**config.mk**
```make
export PLATFORM = sky130hd
export DESIGN_NAME = sdr_direction_core
export DESIGN_NICKNAME = d
export VERILOG_FILES = /design/src/include/sdr_pkg.sv /design/src/logic/sdr_commutation_decoder.sv /design/src/logic/sdr_direction_core.sv
export VERILOG_INCLUDE_DIRS = /design/src /design/src/include
export SDC_FILE = /design/constraint.sdc
export NUM_CORES = 1
export LEC_CHECK = 0
export ABC_AREA = 1
export BUFFER_PORTS_ARGS = -buffer_cell sky130_fd_sc_hd__buf_4
export CORE_MARGIN = 3
export CORE_UTILIZATION = 60
export CTS_BUF_LIST = sky130_fd_sc_hd__clkbuf_8
export DETAILED_ROUTE_END_ITERATION = 10
export GPL_TIMING_DRIVEN = 0
export PLACE_DENSITY_LB_ADDON = 0.15
export SYNTH_ARGS = -nofsm -noshare
export SYNTH_HDL_FRONTEND = slang
export SYNTH_SLANG_ARGS = --single-unit
```
**constraint.sdc**
```tcl
create_clock -name clk -period 4.2 [get_ports clk]
set_clock_uncertainty 0.1 [all_clocks]
set_input_delay 0.42 -clock clk [delete_from_list [all_inputs] [get_ports clk]]
set_output_delay 0.42 -clock clk [all_outputs]
set_load 0.02 [all_outputs]
```
**src/include/sdr_params.svh**
```systemverilog
`ifndef SDR_PARAMS_SVH
`define SDR_PARAMS_SVH

// ****************************************************************
// Timing figures
// ****************************************************************
// System clock rate in hertz.
`define SDR_CLK_FREQ_HZ 25000000
// PWM oscillator rate in hertz.
`define SDR_OSC_FREQ_HZ 50000
// Tachometer one-shot on time in microseconds.
`define SDR_TACH_ON_TIME_US 220
// Cycles of one PWM oscillator period.
`define SDR_OSC_PERIOD_CYCLES (`SDR_CLK_FREQ_HZ / `SDR_OSC_FREQ_HZ)
// Cycles of the tachometer on time.
`define SDR_TACH_ON_CYCLES (`SDR_TACH_ON_TIME_US * (`SDR_CLK_FREQ_HZ / 1000000))

// ****************************************************************
// Phase one-hot codes for the drive outputs
// ****************************************************************
`define SDR_PHASE_NONE 3'h0
`define SDR_PHASE_A 3'h1
`define SDR_PHASE_B 3'h2
`define SDR_PHASE_C 3'h4

// ****************************************************************
// Rotor position codes, six valid sensor states
// ****************************************************************
`define SDR_POS_1 3'h1
`define SDR_POS_3 3'h3
`define SDR_POS_2 3'h2
`define SDR_POS_6 3'h6
`define SDR_POS_4 3'h4
`define SDR_POS_5 3'h5
// Code held by the synchronisers during reset; never a real sensor state.
`define SDR_POS_NONE 3'h0

`endif

```
**src/include/sdr_pkg.sv**
```systemverilog
// ****************************************************************
// Shared types
// ****************************************************************
package sdr_pkg;

    // Tachometer one-shot states, Gray coded along idle to high.
    typedef enum logic [1:0] {
        SDR_TACH_IDLE = 2'h0,
        SDR_TACH_HIGH = 2'h1
    } sdr_tach_state_t;

endpackage : sdr_pkg

```
**src/logic/sdr_commutation_decoder.sv**
```systemverilog
`timescale 1ns/1ps
`include "sdr_params.svh"

// ****************************************************************
// Commutation decoder
// ****************************************************************
// Pure table from rotor position and direction to one high-side and
// one low-side phase. Reverse simply swaps the two phases, which keeps
// the table small and symmetric.
module sdr_commutation_decoder (
    input  wire logic [2:0] rotor_position,
    input  wire logic       direction,
    output logic      [2:0] high_phase,
    output logic      [2:0] low_phase
);

    logic [2:0] fwd_high;  // Forward high-side phase.
    logic [2:0] fwd_low;   // Forward low-side phase.

    // Forward table; invalid codes 000 and 111 drive nothing.
    always_comb begin
        case (rotor_position)
            `SDR_POS_1: begin
                fwd_high = `SDR_PHASE_A;
                fwd_low  = `SDR_PHASE_B;
            end
            `SDR_POS_3: begin
                fwd_high = `SDR_PHASE_A;
                fwd_low  = `SDR_PHASE_C;
            end
            `SDR_POS_2: begin
                fwd_high = `SDR_PHASE_B;
                fwd_low  = `SDR_PHASE_C;
            end
            `SDR_POS_6: begin
                fwd_high = `SDR_PHASE_B;
                fwd_low  = `SDR_PHASE_A;
            end
            `SDR_POS_4: begin
                fwd_high = `SDR_PHASE_C;
                fwd_low  = `SDR_PHASE_A;
            end
            `SDR_POS_5: begin
                fwd_high = `SDR_PHASE_C;
                fwd_low  = `SDR_PHASE_B;
            end
            default: begin
                fwd_high = `SDR_PHASE_NONE;
                fwd_low  = `SDR_PHASE_NONE;
            end
        endcase
    end

    // Reverse direction swaps high and low sides.
    always_comb begin
        high_phase = direction ? fwd_low : fwd_high;
        low_phase  = direction ? fwd_high : fwd_low;
    end

endmodule : sdr_commutation_decoder

```
**src/logic/sdr_direction_core.sv**
```systemverilog
`timescale 1ns/1ps
`include "sdr_params.svh"

// Contract
// - Decode position and direction into drive commands.
// - Direction request passes a latch first.
// - Two-stage shift register; last stage steers decoder.
// - Latch transparent while speed below threshold.
// - Latch holds while speed above threshold.
// - Latch or register mismatch forces drives off.
// - Register advances only on oscillator ticks.
// - Direction changes spaced one to two periods.
// - Direction toggle emits a tachometer pulse.
// - Comparator weighs error level against PWM input.
// - Comparator trip clears latch, chopping outputs.
module sdr_direction_core #(
    parameter int LEVEL_W           = 8,
    parameter int OSC_PERIOD_CYCLES = `SDR_OSC_PERIOD_CYCLES,
    parameter int TACH_ON_CYCLES    = `SDR_TACH_ON_CYCLES
) (
    input  wire logic               clk,
    input  wire logic               resetn,
    input  wire logic               dir_request,
    input  wire logic               speed_above_threshold,
    input  wire logic [2:0]         rotor_position_inputs,
    input  wire logic [LEVEL_W-1:0] error_amp_level,
    input  wire logic [LEVEL_W-1:0] pwm_in_level,
    output logic      [2:0]         high_side_drive,
    output logic      [2:0]         low_side_drive,
    output logic                    tach_pulse_out,
    output logic [$clog2(OSC_PERIOD_CYCLES)-1:0] oscillator_timing_node
);

    // ****************************************************************
    // Local widths and constants
    // ****************************************************************
    localparam int OSC_W  = $clog2(OSC_PERIOD_CYCLES);
    localparam int TACH_W = $clog2(TACH_ON_CYCLES + 1);
    localparam int SYNC_W = 5 + 2 * LEVEL_W;
    localparam logic [OSC_W-1:0]  OSC_LAST  = OSC_W'(OSC_PERIOD_CYCLES - 1);
    localparam logic [TACH_W-1:0] TACH_LOAD = TACH_W'(TACH_ON_CYCLES - 1);

    // ****************************************************************
    // Input synchronisers
    // ****************************************************************
    logic [SYNC_W-1:0]  sync_meta;  // First stage, read only by sync_out.
    logic [SYNC_W-1:0]  sync_out;   // Second stage, safe for logic.
    logic               dir_sync;   // Requested direction.
    logic               speed_sync; // Speed comparator result.
    logic [2:0]         pos_sync;   // Rotor position.
    logic [LEVEL_W-1:0] err_sync;   // Error amplifier level.
    logic [LEVEL_W-1:0] ramp_sync;  // PWM input level.

    // All pins pass two flops. The level words may tear for one cycle
    // while they change; the comparator tolerates a one-cycle glitch.
    always_ff @(posedge clk) begin
        if (!resetn) begin
            sync_meta <= '0;
            sync_out  <= '0;
        end else begin
            sync_meta <= {dir_request, speed_above_threshold,
                          rotor_position_inputs, error_amp_level, pwm_in_level};
            sync_out  <= sync_meta;
        end
    end

    // Unpack the synchronised bundle.
    always_comb begin
        dir_sync   = sync_out[SYNC_W-1];
        speed_sync = sync_out[SYNC_W-2];
        pos_sync   = sync_out[SYNC_W-3 -: 3];
        err_sync   = sync_out[2*LEVEL_W-1 -: LEVEL_W];
        ramp_sync  = sync_out[LEVEL_W-1:0];
    end

    // ****************************************************************
    // PWM oscillator
    // ****************************************************************
    logic [OSC_W-1:0] osc_count; // Position within the period.
    logic             osc_tick;  // One-cycle pulse at period start.

    // Free-running period counter; the tick marks each new period.
    always_ff @(posedge clk) begin
        if (!resetn) begin
            osc_count <= '0;
            osc_tick  <= 1'b0;
        end else begin
            osc_count <= (osc_count == OSC_LAST) ? '0 : osc_count + 1'b1;
            osc_tick  <= (osc_count == OSC_LAST);
        end
    end

    // The ramp is exported so a voltage-mode loop can feed it back.
    always_comb begin
        oscillator_timing_node = osc_count;
    end

    // ****************************************************************
    // Direction latch and shift register
    // ****************************************************************
    logic       dir_latch; // Speed-gated direction latch.
    logic [1:0] dir_stage; // Two-stage shift register.
    logic       inhibit;   // Mismatch across latch or register.

    // Latch follows the request only while the motor is slow, so a
    // fast motor with high stored energy cannot be reversed.
    always_ff @(posedge clk) begin
        if (!resetn) begin
            dir_latch <= 1'b0;
        end else if (!speed_sync) begin
            dir_latch <= dir_sync;
        end
        // Above threshold the latch holds its value.
    end

    // Register moves only on oscillator ticks; a change crosses two
    // stages, which gives one to two periods of dead time.
    always_ff @(posedge clk) begin
        if (!resetn) begin
            dir_stage <= 2'h0;
        end else if (osc_tick) begin
            dir_stage <= {dir_stage[0], dir_latch};
        end
    end

    // Any disagreement blanks the drives until both ends settle.
    always_comb begin
        inhibit = (dir_sync != dir_latch) || (dir_latch != dir_stage[1]);
    end

    // ****************************************************************
    // PWM comparator and latch
    // ****************************************************************
    logic pwm_trip;  // Ramp has reached the error level.
    logic pwm_latch; // Drives enabled for this period.

    // On-time ends once the PWM input reaches the error level.
    always_comb begin
        pwm_trip = (ramp_sync >= err_sync);
    end

    // A trip in the tick cycle keeps the latch clear: chopping is the
    // safe side when both arrive together.
    always_ff @(posedge clk) begin
        if (!resetn) begin
            pwm_latch <= 1'b0;
        end else if (pwm_trip) begin
            pwm_latch <= 1'b0;
        end else if (osc_tick) begin
            pwm_latch <= 1'b1;
        end
    end

    // ****************************************************************
    // Commutation and drive outputs
    // ****************************************************************
    logic [2:0] dec_high;     // Decoded high-side phase.
    logic [2:0] dec_low;      // Decoded low-side phase.
    logic       drive_enable; // Latch set and no inhibit.

    sdr_commutation_decoder u_decoder (
        .rotor_position (pos_sync),
        .direction      (dir_stage[1]),
        .high_phase     (dec_high),
        .low_phase      (dec_low)
    );

    always_comb begin
        drive_enable = pwm_latch && !inhibit;
    end

    // Outputs are registered so the power stage never sees decode glitches.
    always_ff @(posedge clk) begin
        if (!resetn) begin
            high_side_drive <= 3'h0;
            low_side_drive  <= 3'h0;
        end else if (drive_enable) begin
            high_side_drive <= dec_high;
            low_side_drive  <= dec_low;
        end else begin
            high_side_drive <= 3'h0;
            low_side_drive  <= 3'h0;
        end
    end

    // ****************************************************************
    // Tachometer one-shot
    // ****************************************************************
    logic                     dir_prev;   // Last direction request.
    logic [2:0]               pos_prev;   // Last rotor position.
    logic                     tach_trig;  // Toggle or sensor edge.
    sdr_pkg::sdr_tach_state_t tach_state; // One-shot state.
    logic [TACH_W-1:0]        tach_count; // Remaining on cycles.

    // Sensors change one bit per step, so any difference is one edge.
    always_comb begin
        tach_trig = (dir_sync != dir_prev)
                    || ((pos_sync != pos_prev) && (pos_prev != `SDR_POS_NONE));
    end

    // History for edge detection.
    always_ff @(posedge clk) begin
        if (!resetn) begin
            dir_prev <= 1'b0;
            pos_prev <= 3'h0;
        end else begin
            dir_prev <= dir_sync;
            pos_prev <= pos_sync;
        end
    end

    // Retriggerable one-shot; a new edge restarts the on time.
    always_ff @(posedge clk) begin
        if (!resetn) begin
            tach_state <= sdr_pkg::SDR_TACH_IDLE;
            tach_count <= '0;
        end else if (tach_trig) begin
            tach_state <= sdr_pkg::SDR_TACH_HIGH;
            tach_count <= TACH_LOAD;
        end else begin
            case (tach_state)
                sdr_pkg::SDR_TACH_IDLE: begin
                    tach_count <= '0;
                end
                sdr_pkg::SDR_TACH_HIGH: begin
                    if (tach_count == '0) begin
                        tach_state <= sdr_pkg::SDR_TACH_IDLE;
                    end else begin
                        tach_count <= tach_count - 1'b1;
                    end
                end
                default: begin
                    tach_state <= sdr_pkg::SDR_TACH_IDLE;
                end
            endcase
        end
    end

    // Pulse output from its own flop.
    always_ff @(posedge clk) begin
        if (!resetn) begin
            tach_pulse_out <= 1'b0;
        end else begin
            tach_pulse_out <= tach_trig || ((tach_state == sdr_pkg::SDR_TACH_HIGH)
                              && (tach_count != '0));
        end
    end

    // ****************************************************************
    // Assertions
    // ****************************************************************
    logic [15:0] since_change; // Cycles since last effective change.

    // Helper counter, saturating, only read by an assertion.
    always_ff @(posedge clk) begin
        if (!resetn) begin
            since_change <= 16'hFFFF;
        end else if (dir_stage[1] != dir_stage[0] && osc_tick) begin
            since_change <= 16'h0000;
        end else if (since_change != 16'hFFFF) begin
            since_change <= since_change + 16'h0001;
        end
    end
endmodule : sdr_direction_core

```
==> results of run 1 <==
[layout make-up]
type	count	area share, %
Buffer	10	1.660
Clock buffer	11	3.862
Clock inverter	5	2.617
Inverter	92	8.937
Multi-Input combinational cell	241	32.24
Sequential cell	81	41.37
Tap cell	70	2.234
Timing Repair Buffer	37	7.086
[Yosys cell counts (2+ instances only)]
cell / number / area, µm²
a211oi_1: 2 / 15.01
a21oi_1: 19 / 95.09
buf_1: 3 / 11.26
buf_6: 3 / 33.78
clkbuf_1: 2 / 7.510
dfxtp_1: 81 / 1622
ha_1: 11 / 137.6
inv_1: 90 / 337.8
nand2_1: 104 / 390.4
nand2_2: 6 / 37.54
nand3_1: 21 / 105.1
nand3b_1: 2 / 15.01
nand4_1: 7 / 43.79
nor2_1: 38 / 142.6
nor2_2: 4 / 25.02
nor2_4: 3 / 33.78
nor3_1: 2 / 10.01
nor3b_1: 2 / 15.01
o21ai_0: 4 / 20.02
xor2_1: 6 / 52.55
[where the power goes]
| part | internal (µW) | switching [µW] | total, µW |
|---|---|---|---|
| Combinational | 101 | 162 | 263 |
| Clock | 426 | 274 | 701 |
| Sequential | 805 | 21.9 | 826 |
| Total | 1330 | 458 | 1790 |
[flip-flops by register name, indices dropped and copies added (netlist names)]
register,flops
tach_pulse_out,1
tach_count,13
dir_prev,1
low_side_drive,3
oscillator_timing_node,9
osc_tick,1
sync_meta,21
pos_prev,3
dir_latch,1
dir_stage,2
high_side_drive,3
tach_state,1
pwm_latch,1
sync_out,21
[kinds of logic after synthesis]
family                     share of synthesized area, %
DFF                                               49.13
and+or+nand+nor                                   25.28
AOI/OAI and AO/OA                                 5.648
buffers and inverters                             12.59
xor gates and xnor gates                          3.185
adders and majority gates                         4.170
[critical path, stage by stage, from the launching register on]
cell,delay [ps]
dfxtp_1,400
inv_1,100
ha_1,210
inv_1,120
nor2_4,80
a21boi_4,250
nand3_1,100
a21oi_1,130
[stage by stage]
step | instances | util, % | instance area (µm²)
2_1_floorplan | 424 | - | 3301
3_3_place_gp | 531 | 70.43 | 3666
3_5_place_dp | 531 | 70.43 | 3666
4_1_cts | 547 | 75.31 | 3920
5_1_grt | 547 | 75.31 | 3920
6_report | 547 | 75.31 | 3920
[routing by layer]
layer  up-vias  part of all wire [%]  track usage, %
met3         8                   4.5           5.830
met4         0                   1.5           8.277
li1       1359                     -               -
met2        58                    49           37.42
met5         -                     0               0
met1      1138                    45           24.89
[final timing paths]
| path | startpoint | to | slack, ps | cells past startpoint |
|---|---|---|---|---|
| max | tach_count[0] | tach_count[12] | 2640 | 7 |
| min | pwm_in_level[5] | sync_meta[5] | 140 | 3 |
| max reg2reg | tach_count[0] | tach_count[12] | 2640 | 7 |
| min reg2reg | sync_meta[5] | sync_out[5] | 310 | 2 |
[cell usage in the layout (no fill, tap or decap)]
master     netlist  routed
nor2_1          38      38
a21oi_1         19      19
ha_1            11      11
inv_1           90      91
o21ai_1          1       1
a21boi_4         1       1
dfxtp_1         81      81
xnor2_4          1       1
buf_6            3       3
or2_2            1       1
xnor2_1          1       1
clkinv_4         0       1
clkbuf_1         2       2
bufinv_16        0       3
buf_2            1       1
nand3_1         21      21
xor2_1           6       6
nand3b_1         2       2
nor3b_1          2       2
o21a_1           1       1
clkbuf_8         0      11
a211oi_1         2       2
buf_1            3       3
clkinv_1         1       1
nand2_2          6       6
o21ai_2          1       1
nand3_2          1       1
nor2_2           4       4
nor2_4           3       3
nor3_1           2       2
o21ai_0          4       4
xor2_2           1       1
buf_4            1      38
a21oi_4          1       1
nand2_1        104     104
inv_6            1       1
nand4_1          7       7
==> impl_results.md, run 1 <==
* WP data required at around 4400 ps
* Post-cts resize count at 0
* Vias in the first global route at approximately 2.5k
* Worst-path clk slew at approximately 80 ps
* Peak fanout along the critical path at 6
* Setup_tns at 0 ps
* Final Setup Violations at 0
* Max Root-Sink Buffers at 2
* Ys flop type: dfxtp_1
* Avg Inst Size Synth at 7.785 µm²
* # rows at 26
* Die height at 80.17 µm
* Global-route wire length before repair at between 10000 and 15000 µm
* Total GRT Usage at a little over a fifth
* Largest net degree at the start of global routing at 14
* Remaining antenna violation count after routing at 0
* Leakage at 0.002086 µW
* Number of synthesized flops with an enable pin at 0
* Residual DRC at 0
* Max Fclk at approximately 640 MHz
* TritonRoute pass-1 iters at 4
* Unrepaired setup endpoints after global routing: false
* Worst Hold Class: in -> reg
* CTS Buf Count at 9
* TritonCTS clock tree: done
* PortBufs at 37
* Cell count after synthesis at between 400 and 500
* Async SR Flop Fraction at 0%
* Nets at between 500 and 600
* Final GP Congestion at ~0.81
* Initial DRC count at between 100 and 150
* Overall Power at 1790 µW
* Worst setup margin at 2636 ps
* Distinct cells, synth at 34
* Max VDD drop at between 0.3 and 0.4 mV
* Worst slew pin tran at approximately 500 ps
* Cell area power density at about 460 nW/µm²
* Number of fill cells at between 300 and 400
* Layout cell share with drive strength beyond 1 at 16.35%
* Floorplan core area at between 5000 and 6000 µm²
* Clock sink count at 81
* Vias per cell at about 4.7
* Postcts setup bufs at 0
* FF/Latch Area at about 1600 µm²
* Worst-Skew Late Latency at between 300 and 400 ps
* Layout area overhead at 18.76%
* Chip width at 80.17 µm
* Via count at between 2k and 3k
* Multi-input logic area at 1264 µm²
* # IOs at 39
* Register area share after synthesis at between 40% and 50%
* Full die area at around 6400 µm²
* Hold Slack at approximately 140 ps
* H-tree Lvls at 3
* Crit. End Element: flop
* GRT overflow at 0
* Mapped Area at around 3300 µm²
* Total Wirelength at around 6000 µm
* Tmin final at between 1500 and 2000 ps
* Hold buffer count at CTS at 0
* Outcome: completed
* Synth Register Bits at 81
* Initial antenna violation count at 0
* Max Cap Viol at 0
* Root Driver: clkbuf_8
* Dpl ws at around 2700 ps
* Final Hold Viols at 0
* Antenna diodes at 0
* Wirelength per Cell at approximately 11 µm
* CP Launch Type: flop
* Final Max Tran Viols at 0
* WP data arrival at approximately 1700 ps
* Final period util at between 30% and 40%
* Syn Nets at 458
* Initial Utilization at a little under two thirds
* Synth Warn # at 0
* Post-DP HPWL at between 4000 and 5000 µm
* Relative max-transition margin at between 60% and 70%
* Setup Crit Path Kind: reg -> reg
Note: power is estimated with default switching activity, not from simulation.
==> inputs of run 2 (changes only) <==
- ABC_AREA: 1 -> 0
- CORE_UTILIZATION: 60 -> 54
- clock period: 4.2 -> 1.3 ns (I/O delays scaled with it)
==> run 2 against run 1 <==
Compared with the run above:
- the flow now finishes with violations (setup timing)
- global-route usage fell by 2.1 points
- critical path type unchanged
- sequential power rose to 3.2 times the previous value
- die area rose by 4.9%
- synthesized cell count fell by 28%
- cell count fell by 14%
- power rose to 3.1 times the previous value
- sequential cell count did not move
- register-to-register slack got worse by 3000 ps
==> impl_results.md, run 2 <==
* Largest net degree at the start of global routing at 16 (+2)
* Async SR Flop Fraction at 0% (unchanged)
* Leakage at 0.001755 µW (-16%)
* Layout area overhead at 37.13%
* Global-route wire length before repair at 9915 µm (-6.8%)
* Synth Register Bits at 81 (unchanged)
* Unrepaired setup endpoints after global routing: true
* Slowest stage cell on the critical path: or4_4
* Post-DP HPWL at 3726 µm (-9.7%)
* Crit. End Element: flop
* Mapped Area at 3127 µm² (-5.3%)
* H-tree Lvls at 3 (unchanged)
* Distinct cells, synth at 44 (+29%)
* Floorplan core area at 5540 µm² (+6.4%)
* Commonest non-fill, non-tap cell in the layout: dfxtp_1
* Adder-Cell Fraction of Synth Area at 4.402% (+0.23 points)
* GRT overflow at 0 (unchanged)
* Remaining antenna violation count after routing at 0 (unchanged)
* Initial Utilization at 56.44% (-7.0 points)
* Vias in the first global route at 2281 (-8.2%)
* Multi-input logic area at 1568 µm² (+24%)
* Post-synthesis mux area share at 0.9604% (+0.96 points)
* Initial DRC count at 77 (-44%)
* WP data required at 1450 ps (-2920 ps)
* Synth Area in Compound Gates at 8.643% (+3.0 points)
* Root Driver: clkbuf_8
* Worst setup margin at -412.2 ps (-3048 ps)
* Ys flop type: dfxtp_1
* TritonCTS clock tree: done
* Total GRT Usage at 19.36% (-2.1 points)
* CP Launch Type: flop
* Cell area power density at 1313 nW/µm² (+190%)
* Final Setup Violations at 26 (+26)
* # rows at 27 (+3.8%)
* Nets at 425 (-16%)
* Syn Nets at 339 (-26%)
* Full die area at 6740 µm² (+4.9%)
* Failing checks: setup timing
* Max Root-Sink Buffers at 2 (unchanged)
* Clock sink count at 81 (unchanged)
* Total Wirelength at 6084 µm (+1.8%)
* Critical path, cell by cell: or4_4, o21ai_4, a32oi_4, buf_6, o21a_1
* PortBufs at 37 (unchanged)
* Max Fclk at 584.0 MHz (-8.6%)
* Max VDD drop at 0.9109 mV (+190%)
* Worst Hold Class: in -> reg
* Setup_tns at -7168 ps (-7168 ps)
* Cell count after synthesis at 305 (-28%)
* Chip width at 82.10 µm (+2.4%)
* Commonest non-fill, non-tap cells in the layout: dfxtp_1 (66), buf_4 (54), and2_1 (47), dlygate4sd3_1 (21), nor2_1 (14)
* Max Cap Viol at 0 (unchanged)
* Number of fill cells at 378 (+2.2%)
* Most common library cells after synthesis: dfxtp_1 (81), and2_1 (48), nor2_1 (21)
* Fin util at 77.39% (+2.1 points)
* Relative max-transition margin at 58.93% (-7.4 points)
* Synth top area cells: dfxtp_1 (52%), and2_1 (9.6%), ha_1 (4.4%)
* FF/Latch Area at 1658 µm² (+2.2%)
* Die height at 82.10 µm (+2.4%)
* Worst-path clk slew at 80 ps (about the same)
* Worst-Skew Late Latency at 350 ps (about the same)
* Final Hold Viols at 0 (unchanged)
* Main combinational cell family by area after synthesis: simple AND/OR/NAND/NOR gates
* Register area share after synthesis at 51.86% (+2.7 points)
* TritonRoute pass-1 iters at 4 (unchanged)
* Via count at 2360 (-7.9%)
* Most used standard cell by instance count after synthesis: dfxtp_1
* # IOs at 39 (unchanged)
* Peak fanout along the critical path at 7 (+1)
* Worst slew pin tran at 616.0 ps (+111.3 ps)
* CTS Buf Count at 9 (unchanged)
* Vias per cell at 5.043 (+7.6%)
* Post-synth top area share at 51.86% (+2.7 points)
* Setup Crit Path Kind: reg -> reg
* Final GP Congestion at 0.8377 (+3.5%)
* Antenna diodes at 0 (unchanged)
* Final Max Tran Viols at 0 (unchanged)
* Post-synthesis simple-gate area fraction at 25.85% (+0.57 points)
* Initial antenna violation count at 0 (unchanged)
* Tmin final at 1712 ps (+147.9 ps)
* Residual DRC at 0 (unchanged)
* Biggest regs: sync_meta x21, sync_out x21, tach_count x13
* WP data arrival at 1860 ps (+120 ps)
* Synth area leader: dfxtp_1
* Synth Warn # at 0 (unchanged)
* XOR/XNOR share of the synthesized area at 4.722% (+1.5 points)
* Final period util at 131.7% (+94 points)
* Outcome: complete, but fails checks
* Number of synthesized flops with an enable pin at 0 (unchanged)
* Wirelength per Cell at 13.00 µm (+19%)
* Slowest stage delay, CP at 530 ps (+130 ps)
* Layout cell share with drive strength beyond 1 at 33.33% (+17 points)
* Avg Inst Size Synth at 10.25 µm² (+32%)
run 2: changes by cell type after synthesis, moves of 5 or more:
cell	previous run	this run
clkbuf_1	2	8
and3_1	0	7
nand3b_1	2	7
nand2_1	104	12
nor2_1	38	21
a21oi_1	19	11
nand3_1	21	6
nor3_2	0	5
and2_1	0	48
or3b_1	0	5
nand2_2	6	0
o21a_1	1	9
xnor2_1	1	7
inv_1	90	14
run 2: final timing paths:
path                 start            end  depth (start not counted)  slack [ps]
max           sync_out[18]  tach_state[0]                          5        -410
max reg2reg   sync_out[18]  tach_state[0]                          5        -410
min                 resetn       osc_tick                          3         160
min reg2reg  sync_meta[19]   sync_out[19]                          1         330
run 2: critical path, delay by kind of cell (launching register included):
| kind | cells | cell delay [ps] |
|---|---|---|
| and+or+nand+nor | 1 | 530 |
| AOI/OAI and AO/OA | 3 | 430 |
| DFF | 1 | 380 |
| buffers and inverters | 1 | 190 |
run 2: logic make-up after synthesis:
group           Yosys count
simple gates            131
flops                    81
compound gates           37
buf+inv                  26
xor+xnor                 16
fa+ha+maj                11
mux                       3
run 2: area by class of cell:
cell class | count | share of cell area (%)
timing repair buffer | 75 | 14.53
buffer | 12 | 1.663
clock inverter | 7 | 2.364
sequential | 81 | 38.66
tap | 72 | 2.101
clock buffer | 9 | 2.889
multi-input combinational | 198 | 36.56
inverter | 14 | 1.226
run 2: repair_timing:
item	CTS	global route
resized for setup	21	26
hold buffers	21	0
pin swaps	8	5
hold endpoints to repair	21	0
endpoints found under the setup margin	32	31
setup buffers	14	2
gates cloned	1	0
run 2: per-stage QoR:
step                      instance area (µm²)  power, µW  setup WS [ps]  instances  hold WS (ps)
after floorplan                          3198       3237         -309.6        305         157.3
after global placement                   3566       3395         -433.1        414         237.2
after detailed placement                 3566       3415         -443.5        414         240.3
after CTS                                4193       5587         -405.8        466         163.9
after global routing                     4288       5880         -483.5        468         180.2
final                                    4288       5631         -412.2        468         161.8
run 2: metal layers:
metal / vias to the layer above / wire, µm / GRT usage, %
li1: 1192 / - / -
met1: 1114 / 2681 / 22.49
met2: 45 / 3105 / 33.60
met3: 9 / 233 / 4.989
met4: 0 / 63 / 8.306
met5: - / 0 / 0
run 2: where the power goes:
part           internal, µW  switching [µW]  leakage [µW]
Clock                  1100             941      0.000108
Sequential             2590            90.5      0.000673
Combinational           484             420      0.000973
Total                  4180            1450       0.00175
